--- src/reset_ctrl_map.vh ---
// Offsets, field positions, reset values and cycle counts of the reset controller.
// Assumes a 50 MHz pclk and a one-cycle ipo_tick pulse per oscillator cycle.
`ifndef RESET_CTRL_MAP_VH
`define RESET_CTRL_MAP_VH

`define STATUS_CTRL_OFFSET 12'h000
`define DEBUG_CTRL_OFFSET 12'h004
`define OPTION_OFFSET 12'h008
`define RECOVERY_EN_OFFSET 12'h00c
`define STATE_OFFSET 12'h010

`define ST_POWER_ON_BIT 7
`define ST_STOP_BIT 6
`define ST_WATCHDOG_BIT 5
`define ST_PIN_BIT 4
`define ST_FAULT_BIT 3
`define ST_SOFTWARE_BIT 2
`define ST_TRIGGER_BIT 0
`define DBG_TRIGGER_BIT 0
`define OPT_WDT_SEL_BIT 0
`define OPT_BO_STOP_BIT 1
`define OPT_PWM_OFF_LSB 8

`define STATUS_RESET 6'h20
`define WDT_SEL_RESET 1'b1
`define BO_STOP_RESET 1'b0

`define OSC_PHASE_CYCLES 6'd50
`define SYS_PHASE_CYCLES 5'd16
`define PIN_MIN_LOW_CYCLES 3'd4
`define PIN_SETTLE_CYCLES 5'd3
`define RESET_VECTOR 32'h00000004

`endif

--- src/reset_ctrl.v ---
// Reset and stop-mode recovery controller with APB register access.
// Assumes all inputs synchronous to pclk except reset_pin_in; ipo_tick marks oscillator cycles.
//
// The APB slave port and the register offsets were left to the implementer.
`timescale 1ns/100ps
`include "reset_ctrl_map.vh"

module reset_ctrl #(
  parameter GPIO_W = 8,
  parameter PWM_W = 6
) (
  input wire pclk,
  input wire presetn,
  input wire psel,
  input wire penable,
  input wire pwrite,
  input wire [11:0] paddr,
  input wire [31:0] pwdata,
  output wire pready,
  output reg [31:0] prdata,
  output reg pslverr,
  input wire debugger_write,
  input wire ipo_tick,
  input wire supply_ok,
  input wire brown_out,
  input wire watchdog_timeout,
  input wire fault_detect,
  input wire stop_mode,
  input wire [GPIO_W-1:0] gpio_in,
  input wire opt_wdt_sel_in,
  input wire opt_bo_stop_in,
  input wire [PWM_W-1:0] opt_pwm_off_in,
  input wire reset_pin_in,
  output wire reset_pin_out,
  output reg reset_pin_oe,
  output reg sys_reset,
  output reg sysclk_run,
  output reg gpio_force_input,
  output reg pullup_disable,
  output reg pwm_float,
  output reg pwm_off_force,
  output reg [PWM_W-1:0] pwm_off_level,
  output reg debugger_exempt,
  output reg stop_recovery,
  output reg fetch_vector,
  output wire [31:0] reset_vector_addr
);

  localparam S_IDLE = 6'b000001;
  localparam S_OSC = 6'b000010;
  localparam S_SYS = 6'b000100;
  localparam S_CHECK = 6'b001000;
  localparam S_WAIT = 6'b010000;
  localparam S_TAIL = 6'b100000;

  // Cause codes as stored in status_reg, which holds status bits 7..2
  localparam [5:0] CAUSE_POWER_ON = 6'h01 << (`ST_POWER_ON_BIT - `ST_SOFTWARE_BIT);
  localparam [5:0] CAUSE_STOP = 6'h01 << (`ST_STOP_BIT - `ST_SOFTWARE_BIT);
  localparam [5:0] CAUSE_WATCHDOG = 6'h01 << (`ST_WATCHDOG_BIT - `ST_SOFTWARE_BIT);
  localparam [5:0] CAUSE_PIN = 6'h01 << (`ST_PIN_BIT - `ST_SOFTWARE_BIT);
  localparam [5:0] CAUSE_FAULT = 6'h01 << (`ST_FAULT_BIT - `ST_SOFTWARE_BIT);
  localparam [5:0] CAUSE_SOFTWARE = 6'h01;

  reg [5:0] state_reg, state_next;
  reg [5:0] osc_cnt_reg, osc_cnt_next;
  reg [4:0] sys_cnt_reg, sys_cnt_next;
  reg [5:0] status_reg, status_next;
  reg recov_reg, recov_next;
  reg exempt_next;
  reg dbg_ctl_reg;
  reg opt_wdt_sel_reg;
  reg opt_bo_stop_reg;
  reg [PWM_W-1:0] opt_pwm_off_reg;
  reg [GPIO_W-1:0] rec_en_reg;
  reg [GPIO_W-1:0] gpio_prev_reg;
  reg pin_sync1_reg, pin_sync2_reg;
  reg [2:0] pin_low_cnt_reg;

  wire wr_access = psel & penable & pwrite;
  wire setup = psel & ~penable;
  wire sw_trigger = wr_access & (paddr == `STATUS_CTRL_OFFSET) & pwdata[`ST_TRIGGER_BIT];
  wire run_mode = ~stop_mode;
  wire idle = state_reg[0];

  assign pready = 1'b1;
  assign reset_pin_out = 1'b0;
  assign reset_vector_addr = `RESET_VECTOR;

  // Reset pin synchroniser and low-time filter
  always @(posedge pclk or negedge presetn) begin
    if (!presetn) begin
      pin_sync1_reg <= 1'b1;
      pin_sync2_reg <= 1'b1;
      pin_low_cnt_reg <= 3'd0;
    end else begin
      pin_sync1_reg <= reset_pin_in;
      pin_sync2_reg <= pin_sync1_reg;
      if (pin_sync2_reg)
        pin_low_cnt_reg <= 3'd0;
      else if (pin_low_cnt_reg != `PIN_MIN_LOW_CYCLES)
        pin_low_cnt_reg <= pin_low_cnt_reg + 3'd1;
    end
  end

  wire pin_low = ~pin_sync2_reg;
  // Filter bypassed in stop mode
  wire pin_req = stop_mode ? pin_low : (pin_low_cnt_reg == `PIN_MIN_LOW_CYCLES);

  wire supply_hold = ~supply_ok | (brown_out & (run_mode | opt_bo_stop_reg));
  wire wdt_req = run_mode & watchdog_timeout & opt_wdt_sel_reg;
  wire sw_req = run_mode & sw_trigger;
  wire dbg_req = run_mode & dbg_ctl_reg;
  wire [GPIO_W-1:0] gpio_chg = (gpio_in ^ gpio_prev_reg) & rec_en_reg;
  wire rec_req = stop_mode & (watchdog_timeout | (|gpio_chg));

  // Sequencer
  always @* begin
    state_next = state_reg;
    osc_cnt_next = osc_cnt_reg;
    sys_cnt_next = sys_cnt_reg;
    status_next = status_reg;
    recov_next = recov_reg;
    exempt_next = debugger_exempt;
    if (supply_hold) begin
      // Count starts only once the supply has settled
      state_next = S_OSC;
      osc_cnt_next = 6'd0;
      recov_next = 1'b0;
      exempt_next = 1'b0;
      status_next = CAUSE_POWER_ON;
    end else begin
      case (state_reg)
        S_IDLE: begin
          if (fault_detect | wdt_req | pin_req | sw_req | dbg_req) begin
            state_next = S_OSC;
            osc_cnt_next = 6'd0;
            recov_next = 1'b0;
            exempt_next = dbg_req | (sw_req & debugger_write);
            if (fault_detect)
              status_next = CAUSE_FAULT;
            else if (wdt_req)
              status_next = CAUSE_WATCHDOG;
            else if (pin_req)
              status_next = CAUSE_PIN;
            else
              status_next = CAUSE_SOFTWARE;
          end else if (rec_req) begin
            state_next = S_OSC;
            osc_cnt_next = 6'd0;
            recov_next = 1'b1;
            exempt_next = 1'b0;
            status_next = watchdog_timeout ? (CAUSE_STOP | CAUSE_WATCHDOG) : CAUSE_STOP;
          end
        end
        S_OSC: begin
          if (ipo_tick) begin
            if (osc_cnt_reg == `OSC_PHASE_CYCLES - 6'd1) begin
              state_next = S_SYS;
              sys_cnt_next = 5'd0;
            end else begin
              osc_cnt_next = osc_cnt_reg + 6'd1;
            end
          end
        end
        S_SYS: begin
          if (sys_cnt_reg == `SYS_PHASE_CYCLES - 5'd1) begin
            sys_cnt_next = 5'd0;
            state_next = recov_reg ? S_IDLE : S_CHECK;
          end else begin
            sys_cnt_next = sys_cnt_reg + 5'd1;
          end
        end
        S_CHECK: begin
          // Own drive released; let the synchroniser see the true pin level
          if (sys_cnt_reg == `PIN_SETTLE_CYCLES - 5'd1) begin
            sys_cnt_next = 5'd0;
            state_next = pin_low ? S_WAIT : S_IDLE;
          end else begin
            sys_cnt_next = sys_cnt_reg + 5'd1;
          end
        end
        S_WAIT: begin
          sys_cnt_next = 5'd0;
          if (!pin_low)
            state_next = S_TAIL;
        end
        S_TAIL: begin
          if (pin_low) begin
            state_next = S_WAIT;
            sys_cnt_next = 5'd0;
          end else if (sys_cnt_reg == `SYS_PHASE_CYCLES - 5'd1) begin
            state_next = S_IDLE;
            sys_cnt_next = 5'd0;
          end else begin
            sys_cnt_next = sys_cnt_reg + 5'd1;
          end
        end
        default: begin
          state_next = S_IDLE;
        end
      endcase
    end
  end

  wire entering = idle & ~state_next[0];
  wire sys_entry = entering & ~recov_next;
  wire opt_load = state_reg[1] & state_next[2] & ~recov_reg;

  always @(posedge pclk or negedge presetn) begin
    if (!presetn) begin
      state_reg <= S_OSC;
      osc_cnt_reg <= 6'd0;
      sys_cnt_reg <= 5'd0;
      status_reg <= `STATUS_RESET;
      recov_reg <= 1'b0;
      debugger_exempt <= 1'b0;
      dbg_ctl_reg <= 1'b0;
      opt_wdt_sel_reg <= `WDT_SEL_RESET;
      opt_bo_stop_reg <= `BO_STOP_RESET;
      opt_pwm_off_reg <= {PWM_W{1'b0}};
      rec_en_reg <= {GPIO_W{1'b0}};
      gpio_prev_reg <= {GPIO_W{1'b0}};
      sys_reset <= 1'b1;
      sysclk_run <= 1'b0;
      reset_pin_oe <= 1'b1;
      gpio_force_input <= 1'b1;
      pullup_disable <= 1'b1;
      pwm_float <= 1'b1;
      pwm_off_force <= 1'b0;
      pwm_off_level <= {PWM_W{1'b0}};
      stop_recovery <= 1'b0;
      fetch_vector <= 1'b0;
    end else begin
      state_reg <= state_next;
      osc_cnt_reg <= osc_cnt_next;
      sys_cnt_reg <= sys_cnt_next;
      status_reg <= status_next;
      recov_reg <= recov_next;
      debugger_exempt <= exempt_next;
      gpio_prev_reg <= gpio_in;
      // Debugger request consumed at entry so it cannot retrigger
      if (sys_entry | supply_hold)
        dbg_ctl_reg <= 1'b0;
      else if (wr_access & (paddr == `DEBUG_CTRL_OFFSET))
        dbg_ctl_reg <= pwdata[`DBG_TRIGGER_BIT];
      if (opt_load) begin
        opt_wdt_sel_reg <= opt_wdt_sel_in;
        opt_bo_stop_reg <= opt_bo_stop_in;
        opt_pwm_off_reg <= opt_pwm_off_in;
      end
      if (sys_entry | supply_hold)
        rec_en_reg <= {GPIO_W{1'b0}};
      else if (wr_access & (paddr == `RECOVERY_EN_OFFSET))
        rec_en_reg <= pwdata[GPIO_W-1:0];
      sys_reset <= ~state_next[0];
      sysclk_run <= ~state_next[1];
      reset_pin_oe <= ~recov_next & (state_next[1] | state_next[2]);
      gpio_force_input <= ~recov_next & ~state_next[0];
      pullup_disable <= ~recov_next & ~state_next[0];
      pwm_float <= ~recov_next & state_next[1];
      pwm_off_force <= ~recov_next & ~state_next[0] & ~state_next[1];
      pwm_off_level <= opt_load ? opt_pwm_off_in : opt_pwm_off_reg;
      stop_recovery <= recov_next & ~state_next[0];
      fetch_vector <= ~state_reg[0] & state_next[0];
    end
  end

  // APB read data captured in the setup cycle
  always @(posedge pclk or negedge presetn) begin
    if (!presetn) begin
      prdata <= 32'h00000000;
      pslverr <= 1'b0;
    end else if (setup) begin
      pslverr <= 1'b0;
      case (paddr)
        `STATUS_CTRL_OFFSET: prdata <= {24'h000000, status_reg, 2'b00};
        `DEBUG_CTRL_OFFSET: prdata <= {31'h00000000, dbg_ctl_reg};
        `OPTION_OFFSET: prdata <= {{(24 - PWM_W){1'b0}}, opt_pwm_off_reg, 6'h00,
                                   opt_bo_stop_reg, opt_wdt_sel_reg};
        `RECOVERY_EN_OFFSET: prdata <= {{(32 - GPIO_W){1'b0}}, rec_en_reg};
        `STATE_OFFSET: prdata <= {24'h000000, recov_reg, debugger_exempt, state_reg};
        default: begin
          prdata <= 32'h00000000;
          pslverr <= 1'b1;
        end
      endcase
    end
  end

endmodule // reset_ctrl

--- config.mk ---
export PLATFORM = sky130hd
export DESIGN_NAME = reset_ctrl
export DESIGN_NICKNAME = d
export VERILOG_FILES = /design/src/reset_ctrl.v
export VERILOG_INCLUDE_DIRS = /design/src
export SDC_FILE = /design/constraint.sdc
export NUM_CORES = 1
export LEC_CHECK = 0
export CAP_MARGIN = 0
export CORE_MARGIN = 10
export CORE_UTILIZATION = 40
export DETAILED_ROUTE_END_ITERATION = 12
export DONT_BUFFER_PORTS = 1
export SLEW_MARGIN = 20
export SYNTH_ARGS = -nofsm -noshare
export SYNTH_HDL_FRONTEND = slang
export SYNTH_SLANG_ARGS = --single-unit
--- constraint.sdc ---
create_clock -name pclk -period 2.5 [get_ports pclk]
set_input_delay 0.25 -clock pclk [delete_from_list [all_inputs] [get_ports pclk]]
set_output_delay 0.25 -clock pclk [all_outputs]
set_load 0.03 [all_outputs]
# After elaboration in Yosys (flattened, before gate mapping)
# Index checks and enable logic that the tools add are counted.
# op_classes
add_sub_neg	3
n_eq_ne	25
n_mux	50
bitwise_logic	46
n_reduce_logical	14
# ops
operator	n
$mux 6	19
$pmux 14 s5	1
$pmux 6 s6	1
$mux 5	6
$pmux 5 s5	1
$and 1x1->1	24
$eq 12x4->1 const B	2
$ne 3x3->1 const B	7
$mux 4	4
$mux 8	2
$eq 12x3->1 const B	1
$eq 12x5->1 const B	1
$eq 6x6->1 const B	2
$logic_not 12->1	1
$mux 1	12
$pmux 6 s2	1
$not 1->1	10
$or 1x1->1	10
$mux 3	3
$and 8x8->8	1
$ne 4x4->1 const B	2
$reduce_and 4->1	2
$reduce_bool 2->1	4
$reduce_or 8->1	1
18 further kinds	20
# word_totals
reg_bits	96
in_bits	73

# Logic depth before layout (Yosys ltp)
# Gate-level depths: netlist of the first run.
# logic_depth
ltp_word	15
mapped_depth	10
depth_no_buf	10

# Worst setup path after synthesis of the first run
# Ideal clock, no wire load.
# synth_path
path_kind	register to register
start	register sys_cnt_reg[0]
end	register opt_bo_stop_reg
setup_time_ns	0.125
t_arrival_ns	2.056
path_slack_ns	0.319
path_stages_with_launch	9
path_buffers	0
path_cell_list	dfrtp_1 > inv_1 > ha_1 > or4b_2 > nand3b_4 > a21oi_2 > o221a_4 > nand3b_4 > mux2_4
# synth_between
elab_chain_len	7
# synth_rtl
item	line_no	text
start, declared	reset_ctrl.v:66	reg [4:0] sys_cnt_reg, sys_cnt_next;
start signal, assigned	reset_ctrl.v:236	sys_cnt_reg <= sys_cnt_next;
$eq 5x4->1	reset_ctrl.v:166, reset_ctrl.v:191	
$mux 6	reset_ctrl.v:191	end else if (sys_cnt_reg == `SYS_PHASE_CYCLES - 5'd1) begin
$mux 6	reset_ctrl.v:188	if (pin_low) begin
$pmux 6 s6 *	reset_ctrl.v:132	case (state_reg)
$mux 6 *	reset_ctrl.v:124	if (supply_hold) begin
named net state_next[2]	reset_ctrl.v:64	reg [5:0] state_reg, state_next;
$and 1x1->1 * (2 in a row)	reset_ctrl.v:207	wire opt_load = state_reg[1] & state_next[2] & ~recov_reg;
end signal, assigned	reset_ctrl.v:219	opt_bo_stop_reg <= `BO_STOP_RESET;
end signal, assigned	reset_ctrl.v:248	opt_bo_stop_reg <= opt_bo_stop_in;
end, declared	reset_ctrl.v:72	reg opt_bo_stop_reg;
# Mark *: on every way through the listed nets, which the timed path passes. The rest lies on a longest branch. The select of a mux whose other input is x is not followed.
# A chain may end at the register's enable or synchronous reset.

# Final worst setup path of the first run
# layout_path
start	register sys_cnt_reg[0]
end	register opt_pwm_off_reg[2]
# layout_between
elab_chain_len	7
# layout_rtl
item	line_no	text
$eq 5x4->1	reset_ctrl.v:166, reset_ctrl.v:191	
$mux 6	reset_ctrl.v:191	
$mux 6	reset_ctrl.v:188	
$pmux 6 s6 *	reset_ctrl.v:132	
$mux 6 *	reset_ctrl.v:124	
named net state_next[2]	reset_ctrl.v:64	
$and 1x1->1 * (2 in a row)	reset_ctrl.v:207	
end signal, assigned	reset_ctrl.v:220	opt_pwm_off_reg <= {PWM_W{1'b0}};
end signal, assigned	reset_ctrl.v:249	opt_pwm_off_reg <= opt_pwm_off_in;
end, declared	reset_ctrl.v:73	reg [PWM_W-1:0] opt_pwm_off_reg;
# Marks and branches as above.

==> impl_metrics.yaml, run 1 <==
synthesis:
  ys_seq_area_frac: 0.450
  synth_top_area_share: 0.396
  yosysTopAreaCell: "dfrtp_1"
  ys_seq_elements: 78
  ys_types: 66
  ys_warn_count: 0
  synth_edf_count: 0
  syn-mean-instance-area_um2: 10.3
  ys.flop_type: "dfrtp_1"
  netlist_area_mm2: 0.00436
  synth.area.top_cells: "dfrtp_1 40%, buf_4 9.1%, dfstp_2 5.4%"
  synthArstFlopShare: 1.00
  synthCells: 424
layout:
  area_delta_synth_final_pct: 7.49
  finalNetCount: 525
  fin_util: 0.436
  largest_reg_flops: 14
  drive_gt1_frac: 0.154
  multi_input_area_mm2: 0.00206
  final_common_cell: "dfrtp_1"
  seqCellArea_mm2: 0.00196
  num_antenna_cells: 0
  layout_common_cells: "69 x dfrtp_1, 52 x conb_1, 36 x nor2_1, 26 x nand2_1, 21 x a21oi_1"
  n_fill_cell: 1014
  fin_area_mm2: 0.00469
power:
  power_density_mw_per_mm2: 538
  ir_worst_vdd_mv: 0.342
  p_leak_nw: 2.09
  total_power_w: 0.00252
die:
  core-area_mm2: 0.0107
  die_x_um: 124
  dieArea_mm2: 0.0155
  die_h_um: 124
  start_util: 0.406
  rows: 38
  num_io_pins: 156
grt:
  grt_pass1_wl_um: 17000
  antenna_found_initial: 0
  grt_max_degree: 79
  grt_use_total: 0.134
  grt_pass1_vias: 3134
  overflow: 0
routing:
  ant_nets: 0
  finalWirelength_um: 10500
  routed-via-count: 3061
  wl_per_cell_um: 17.8
  drc: 0
  dr.pass1.iters: 4
  via_per_inst: 5.20
  dr.first_iter.drc_count: 194
setup_path:
  cpMaxStageDelayCell: "or4b_2"
  start_kind: "flip-flop"
  worstReg2RegStart: "sys_cnt_reg[0]"
  reg2reg_to: "opt_pwm_off_reg[2]"
  ff2ff_path_depth: 8
  worstSetupPathType: "reg -> reg"
  cp.arrival_ps: 2590
  worstPathMaxFanout: 8
  r2r_slack_ps: 160
  crit_path_end: "opt_pwm_off_reg[2]"
  worstPathRequired_ps: 2750
  path_cells: "inv_1 -> ha_1 -> or4b_2 -> nand3b_4 -> a21oi_2 -> o221a_4 -> nand3b_4 -> mux2_4"
  path_common_cell: "nand3b_4"
  slowest_delay_ps: 660
  end_kind: "flip-flop"
  startpoint: "sys_cnt_reg[0]"
timing:
  tightest_slew_ps: 689
  layout_min_cycle_time_ps: 2340
  finalWorstSetupSlack_ps: 158
  hold_violations: 0
  relSlewSlack: 0.541
  setup_viol: 0
  max_freq_mhz: 427
  maxSlewViolCount: 0
  setup_tns_ps: 0
  finalCritPeriodShare: 0.937
  fin_worst_skew_ps: 11.1
  grt_setup_unrepaired: "false"
worst_hold_path:
  hold_class: "in -> reg"
clocking:
  numCtsBuffers: 9
  clock-sinks: 78
  htreeDepth: 3
  cts_resized: 0
  insertion_delay_ps: 370
  cts_tree: "built"
  clk_pin_slew_ps: 80
  cts_max_path_buffers: 2
  root_buffer: "clkbuf_8"
placed_design:
  dpl_worst_slack_ps: 156
  routabilityCongestion: 0.827
  placed_cell_area_mm2: 0.00437
  port_buffers: 0
  hpwl_um: 8050
flow_run:
  maxCapViolCount: 0
outcome:
  outcome: "finished, final reports clean"
==> layer usage <==
metal / share of wire / GRT usage
met2: 0.48 / 0.212
met5: 0 / 0
met3: 0.097 / 0.0570
met1: 0.40 / 0.156
met4: 0.015 / 0.0535
==> stage by stage <==
stage          std cells  hold slack (ps)
2_1_floorplan        474            -45.6
3_3_place_gp         562            -39.9
3_5_place_dp         562            -39.8
4_1_cts              589             18.8
5_1_grt              589             8.26
6_report             589             29.1
==> worst min path at each step <==
stage	start	endpoint	slack, ps	cells after the start
after floorplan	presetn	dbg_ctl_reg	-50	0
after global placement	presetn	gpio_prev_reg[4]	-40	0
after detailed placement	presetn	gpio_prev_reg[4]	-40	0
after CTS	opt_bo_stop_in	opt_bo_stop_reg	20	1
after global routing	opt_pwm_off_in[0]	opt_pwm_off_reg[0]	8	1
final	opt_bo_stop_in	opt_bo_stop_reg	30	1
==> cell type report <==
cell class | instances | share of cell area
clock buffer | 12 | 0.0310
clock inverter | 4 | 0.0101
sequential | 78 | 0.419
timing repair buffer | 25 | 0.0497
inverter | 16 | 0.0128
tap | 140 | 0.0374
multi-input combinational | 314 | 0.440
==> synthesized netlist by cell type (3+ instances only) <==
cell type  count
dfrtp_1       69
buf_4         53
nor2_1        36
nand2_1       26
a21oi_1       21
o21ai_0       19
inv_1         16
mux2i_1       16
nand3_1       13
dfstp_2        9
xor2_1         9
ha_1           8
mux2_4         8
nor4_1         7
o211ai_1       7
a22o_1         6
buf_2          6
nor3_1         6
o31ai_1        6
clkbuf_1       5
a21o_1         4
a31oi_1        4
and2_1         4
nand2b_1       4
a22oi_1        3
mux2_2         3
nand3b_1       3
nor2b_1        3
or4_1          3
==> worst max-delay path: cells and delay by family, from the launching register on <==
kind	cells	cell delay, ps
and+or+nand+nor	3	970
adders and majority gates	1	140
AOI/OAI and AO/OA	2	300
buffers and inverters	1	70
muxes	1	320
DFF	1	420
==> cells by family (layout without fill, tap and decap cells) <==
group           Yosys count  after routing  share of synthesized area
buf+inv                  82             57                      0.120
compound gates           89             89                      0.144
fa+ha+maj                 8              8                     0.0230
simple gates            128            128                      0.169
mux                      27             27                     0.0720
xor+xnor                 10             10                     0.0201
flops                    78             78                      0.450
other cells               2             52                    0.00172
==> report_power, final <==
group          leakage [nW]  switching [W]  internal, W  total (W)
Sequential             1.03      0.0000211      0.00129    0.00131
Combinational         0.968       0.000199    0.0000633   0.000263
Clock                0.0964       0.000464     0.000486   0.000950
==> what timing repair did <==
action	4_1_cts	5_1_grt
hold buffers	11	0
endpoints found under the hold margin	87	0
buffers inserted	0	0
endpoints found under the setup margin	0	1
No activity file was read; power rests on OpenSTA's default activity.
==> inputs of run 2 (changes only) <==
--- a/config.mk
+++ b/config.mk
@@ -8,7 +8,7 @@
 export LEC_CHECK = 0
 export CAP_MARGIN = 0
 export CORE_MARGIN = 10
-export CORE_UTILIZATION = 40
+export CORE_UTILIZATION = 39
 export DETAILED_ROUTE_END_ITERATION = 12
 export DONT_BUFFER_PORTS = 1
 export SLEW_MARGIN = 20
==> impl_metrics.yaml, run 2 (same netlist as run 1, synthesis figures left out) <==
outcome:
  outcome: "finished, final reports clean"
layout:
  layout_common_cells: "69 x dfrtp_1, 52 x conb_1, 36 x nor2_1, 26 x nand2_1, 21 x a21oi_1"
  final_common_cell: "dfrtp_1"
  fin_area_mm2: 0.00469
  seqCellArea_mm2: 0.00196
  finalNetCount: 522
  drive_gt1_frac: 0.148
  num_antenna_cells: 0
  area_delta_synth_final_pct: 7.49
  largest_reg_flops: 14
  n_fill_cell: 1058
  multi_input_area_mm2: 0.00206
clocking:
  clock-sinks: 78
  insertion_delay_ps: 360
  cts_tree: "built"
  numCtsBuffers: 9
  cts_setup_buffers: 0
  htreeDepth: 3
  clk_pin_slew_ps: 80
  cts_max_path_buffers: 2
  root_buffer: "clkbuf_8"
routing:
  drc: 0
  dr.first_iter.drc_count: 248
  dr.pass1.iters: 4
  via_per_inst: 5.22
  routed-via-count: 3058
  ant_nets: 0
  finalWirelength_um: 10600
  wl_per_cell_um: 18.1
timing:
  hold_ws_ps: 31.6
  grt_setup_unrepaired: "false"
  tightest_slew_ps: 680
  hold_violations: 0
  setup_viol: 0
  layout_min_cycle_time_ps: 2330
  finalCritPeriodShare: 0.931
  maxSlewViolCount: 0
  fin_worst_skew_ps: 11.5
  relSlewSlack: 0.547
  max_freq_mhz: 430
  setup_tns_ps: 0
setup_path:
  slowest_delay_ps: 520
  path_cells: "nor4_4 -> nand3_1 -> nor2_1 -> o22ai_1 -> or4_1 -> a21oi_1"
  end_kind: "flip-flop"
  path_buf_inv: 0
  cpMaxStageDelayCell: "or4_1"
  cp_top_family: "simple AND/OR/NAND/NOR gates"
  worstPathMaxFanout: 9
  crit_cells: 6
  worstPathRequired_ps: 2780
  start_kind: "flip-flop"
  worstSetupPathType: "reg -> reg"
  ff2ff_path_depth: 6
  cp.arrival_ps: 2610
grt:
  overflow: 0
  grt_pass1_wl_um: 17100
  grt_pass1_vias: 3151
  grt_max_degree: 79
  grt_use_total: 0.131
  antenna_found_initial: 0
placed_design:
  routabilityCongestion: 0.869
  port_buffers: 0
  placed_cell_area_mm2: 0.00434
  hpwl_um: 8020
worst_hold_path:
  min_path_cells: 1
  hold_class: "in -> reg"
power:
  p_leak_nw: 2.08
  ir_worst_vdd_mv: 0.363
  power_density_mw_per_mm2: 556
die:
  start_util: 0.400
  core-area_mm2: 0.0109
  die_h_um: 126
  rows: 38
  num_io_pins: 156
  die_x_um: 126
  dieArea_mm2: 0.0158
flow_run:
  maxCapViolCount: 0
[run 2: cell count changes in the layout (fill, tap and decap cells not counted)]
cell        delta
bufinv_16      +1
clkinv_4       +1
buf_4          -3
clkinvlp_4     +1
clkinv_2       -2
clkbuf_8       -1
[run 2: worst paths after layout]
path / start / to / slack, ps
hold reg to reg: pin_sync1_reg / pin_sync2_reg / 360
setup reg to reg: state_reg[2] / osc_cnt_reg[5] / 170
max in group asynchronous: presetn / pin_sync1_reg / 1670
hold / removal: opt_pwm_off_in[0] / opt_pwm_off_reg[0] / 30
min in group asynchronous: presetn / prdata[6] / 430
setup / recovery: state_reg[2] / osc_cnt_reg[5] / 170
[run 2: area by class of cell]
cell class | instances | area share
multi-input combinational | 314 | 0.440
tap | 140 | 0.0374
inverter | 16 | 0.0128
clock buffer | 11 | 0.0280
clock inverter | 5 | 0.0179
timing repair buffer | 22 | 0.0448
sequential | 78 | 0.419
[run 2: report_power, final]
group          internal [W]  switching [W]  total [W]
Clock              0.000565       0.000469    0.00103
Combinational     0.0000621       0.000199   0.000261
Sequential          0.00129      0.0000214    0.00131
[run 2: metal layers]
metal | track usage | wire (um)
met2 | 0.206 | 4990
met3 | 0.0537 | 1030
met5 | 0 | 0
met1 | 0.162 | 4440
met4 | 0.0402 | 121
[run 2: timing repair]
| item | 4_1_cts | 5_1_grt |
|---|---|---|
| endpoints found under the hold margin | 87 | 0 |
| gates resized for setup | 0 | 0 |
| hold buffers | 11 | 0 |
[run 2: metrics by stage]
| step | total power, W | cells | utilization | setup slack [ps] |
|---|---|---|---|---|
| after floorplan | 0.00159 | 474 | - | 319 |
| after global placement | 0.00155 | 559 | 0.399 | 197 |
| after detailed placement | 0.00155 | 559 | 0.399 | 177 |
| after CTS | 0.00264 | 586 | 0.430 | 171 |
| after global routing | 0.00273 | 586 | 0.430 | 11.0 |
| final | 0.00261 | 586 | 0.430 | 172 |
==> inputs of run 3 (changes only) <==
--- a/config.mk
+++ b/config.mk
@@ -7,6 +7,7 @@
 export NUM_CORES = 1
 export LEC_CHECK = 0
 export CAP_MARGIN = 0
+export CORE_ASPECT_RATIO = 2
 export CORE_MARGIN = 10
 export CORE_UTILIZATION = 39
 export DETAILED_ROUTE_END_ITERATION = 12
==> impl_metrics.yaml, run 3 (same netlist as run 1, synthesis figures left out) <==
outcome:
  outcome: "finished, final reports clean"
timing:
  tightest_slew_ps: 663
  grt_setup_unrepaired: "false"
  layout_min_cycle_time_ps: 2320
  hold_violations: 0
  finalCritPeriodShare: 0.930
  setup_tns_ps: 0
  setup_viol: 0
  maxSlewViolCount: 0
  max_freq_mhz: 430
  relSlewSlack: 0.558
  fin_worst_skew_ps: 8.54
die:
  rows: 54
  die_h_um: 170
  num_io_pins: 156
  die_x_um: 94.8
  start_util: 0.398
  dieArea_mm2: 0.0161
  core-area_mm2: 0.0109
power:
  pwr-share-comb: 0.093
  clkPwrFrac: 0.447
  p_switching_w: 0.000777
  p_leak_nw: 2.14
  power_density_mw_per_mm2: 594
  p_int_w: 0.00207
  ir_worst_vdd_mv: 0.345
  p_seq_frac: 0.461
  switching_share: 0.273
  total_power_w: 0.00285
setup_path:
  worstPathRequired_ps: 2720
  r2r_slack_ps: 180
  cp.arrival_ps: 2550
  start_kind: "flip-flop"
  end_kind: "flip-flop"
  worstSetupPathType: "reg -> reg"
  worstPathMaxFanout: 8
clocking:
  insertion_delay_ps: 340
  cts_max_path_buffers: 2
  htreeDepth: 3
  clock-sinks: 78
  cts_tree: "built"
  numCtsBuffers: 9
  clk_pin_slew_ps: 60
  cts_resized: 0
  root_buffer: "clkbuf_16"
routing:
  dr.pass1.iters: 4
  finalWirelength_um: 11100
  drc: 0
  via_per_inst: 5.30
  ant_nets: 0
  dr.first_iter.drc_count: 169
  wl_per_cell_um: 18.7
  routed-via-count: 3127
worst_hold_path:
  hold_class: "in -> reg"
grt:
  grt_max_degree: 79
  overflow: 0
  grt_pass1_vias: 3243
  antenna_found_initial: 0
  grt_pass1_wl_um: 16900
  grt_use_total: 0.134
layout:
  largest_reg_flops: 14
  seqCellArea_mm2: 0.00196
  layout_common_cells: "69 x dfrtp_1, 52 x conb_1, 36 x nor2_1, 26 x nand2_1, 21 x a21oi_1"
  fin_area_mm2: 0.00479
  final_common_cell: "dfrtp_1"
  num_antenna_cells: 0
  multi_input_area_mm2: 0.00206
  n_fill_cell: 1049
  fin_cells: 590
  area_delta_synth_final_pct: 9.93
  drive_gt1_frac: 0.160
  finalNetCount: 526
placed_design:
  placed_cell_area_mm2: 0.00437
  hpwl_um: 8860
  port_buffers: 0
  dp_cells: 563
  routabilityCongestion: 0.836
flow_run:
  maxCapViolCount: 0
-- run 3: changes by cell type in the layout (fill, tap and decap cells not counted), sizes merged --
cell and delta:
clkbuf -1, buf +4, inv +4, bufinv -2
clkinv -1
-- run 3: critical path, cell delays in order, from the launching register on --
cell,delay (ps)
dfrtp_1,430
inv_1,70
ha_1,140
nand3_1,70
or4b_1,530
nor2_1,200
o221a_4,250
nand3b_4,170
mux2_4,340
-- run 3: power groups by stage --
stage               logic [W]  registers [W]  clock network [W]
floorplan            0.000262        0.00133                  0
global placement     0.000213        0.00133                  0
detailed placement   0.000218        0.00134                  0
CTS                  0.000262        0.00131            0.00132
global route         0.000288        0.00132            0.00136
finish               0.000263        0.00131            0.00127
-- run 3: timing repair --
item / 4_1_cts / 5_1_grt
setup buffers: 0 / 0
hold buffers: 11 / 0
endpoints found under the hold margin: 87 / 0
-- run 3: path summary, 6_finish.rpt --
path                                    from                  to  depth (start not counted)
max                           osc_cnt_reg[1]     opt_bo_stop_reg                          8
min                        opt_pwm_off_in[1]  opt_pwm_off_reg[1]                          1
max reg2reg                   osc_cnt_reg[1]     opt_bo_stop_reg                          8
min reg2reg                    pin_sync1_reg       pin_sync2_reg                          0
max in group asynchronous            presetn           pwm_float                          2
min in group asynchronous            presetn       rec_en_reg[2]                          2
-- run 3: layout make-up --
type,count,area share
Multi-Input combinational cell,314,0.430
Sequential cell,78,0.410
Timing Repair Buffer,26,0.0501
Clock buffer,10,0.0499
Tap cell,140,0.0365
Inverter,16,0.0125
Clock inverter,6,0.0110
-- run 3: routing by layer --
layer | up-vias | share of wire | track usage
met5 | - | 0 | 0
met4 | 0 | 0.030 | 0.0582
met3 | 21 | 0.090 | 0.0403
met2 | 116 | 0.56 | 0.261
met1 | 1540 | 0.32 | 0.120
li1 | 1450 | - | -
-- run 3: per-stage QoR --
| step | setup slack [ps] | utilization | hold slack (ps) |
|---|---|---|---|
| after floorplan | 319 | - | -45.6 |
| after CTS | 154 | 0.438 | 40.8 |
| final | 175 | 0.438 | 55.5 |
| after global routing | 31.9 | 0.438 | 39.7 |
| after detailed placement | 167 | 0.400 | -40.2 |
| after global placement | 193 | 0.400 | -40.3 |
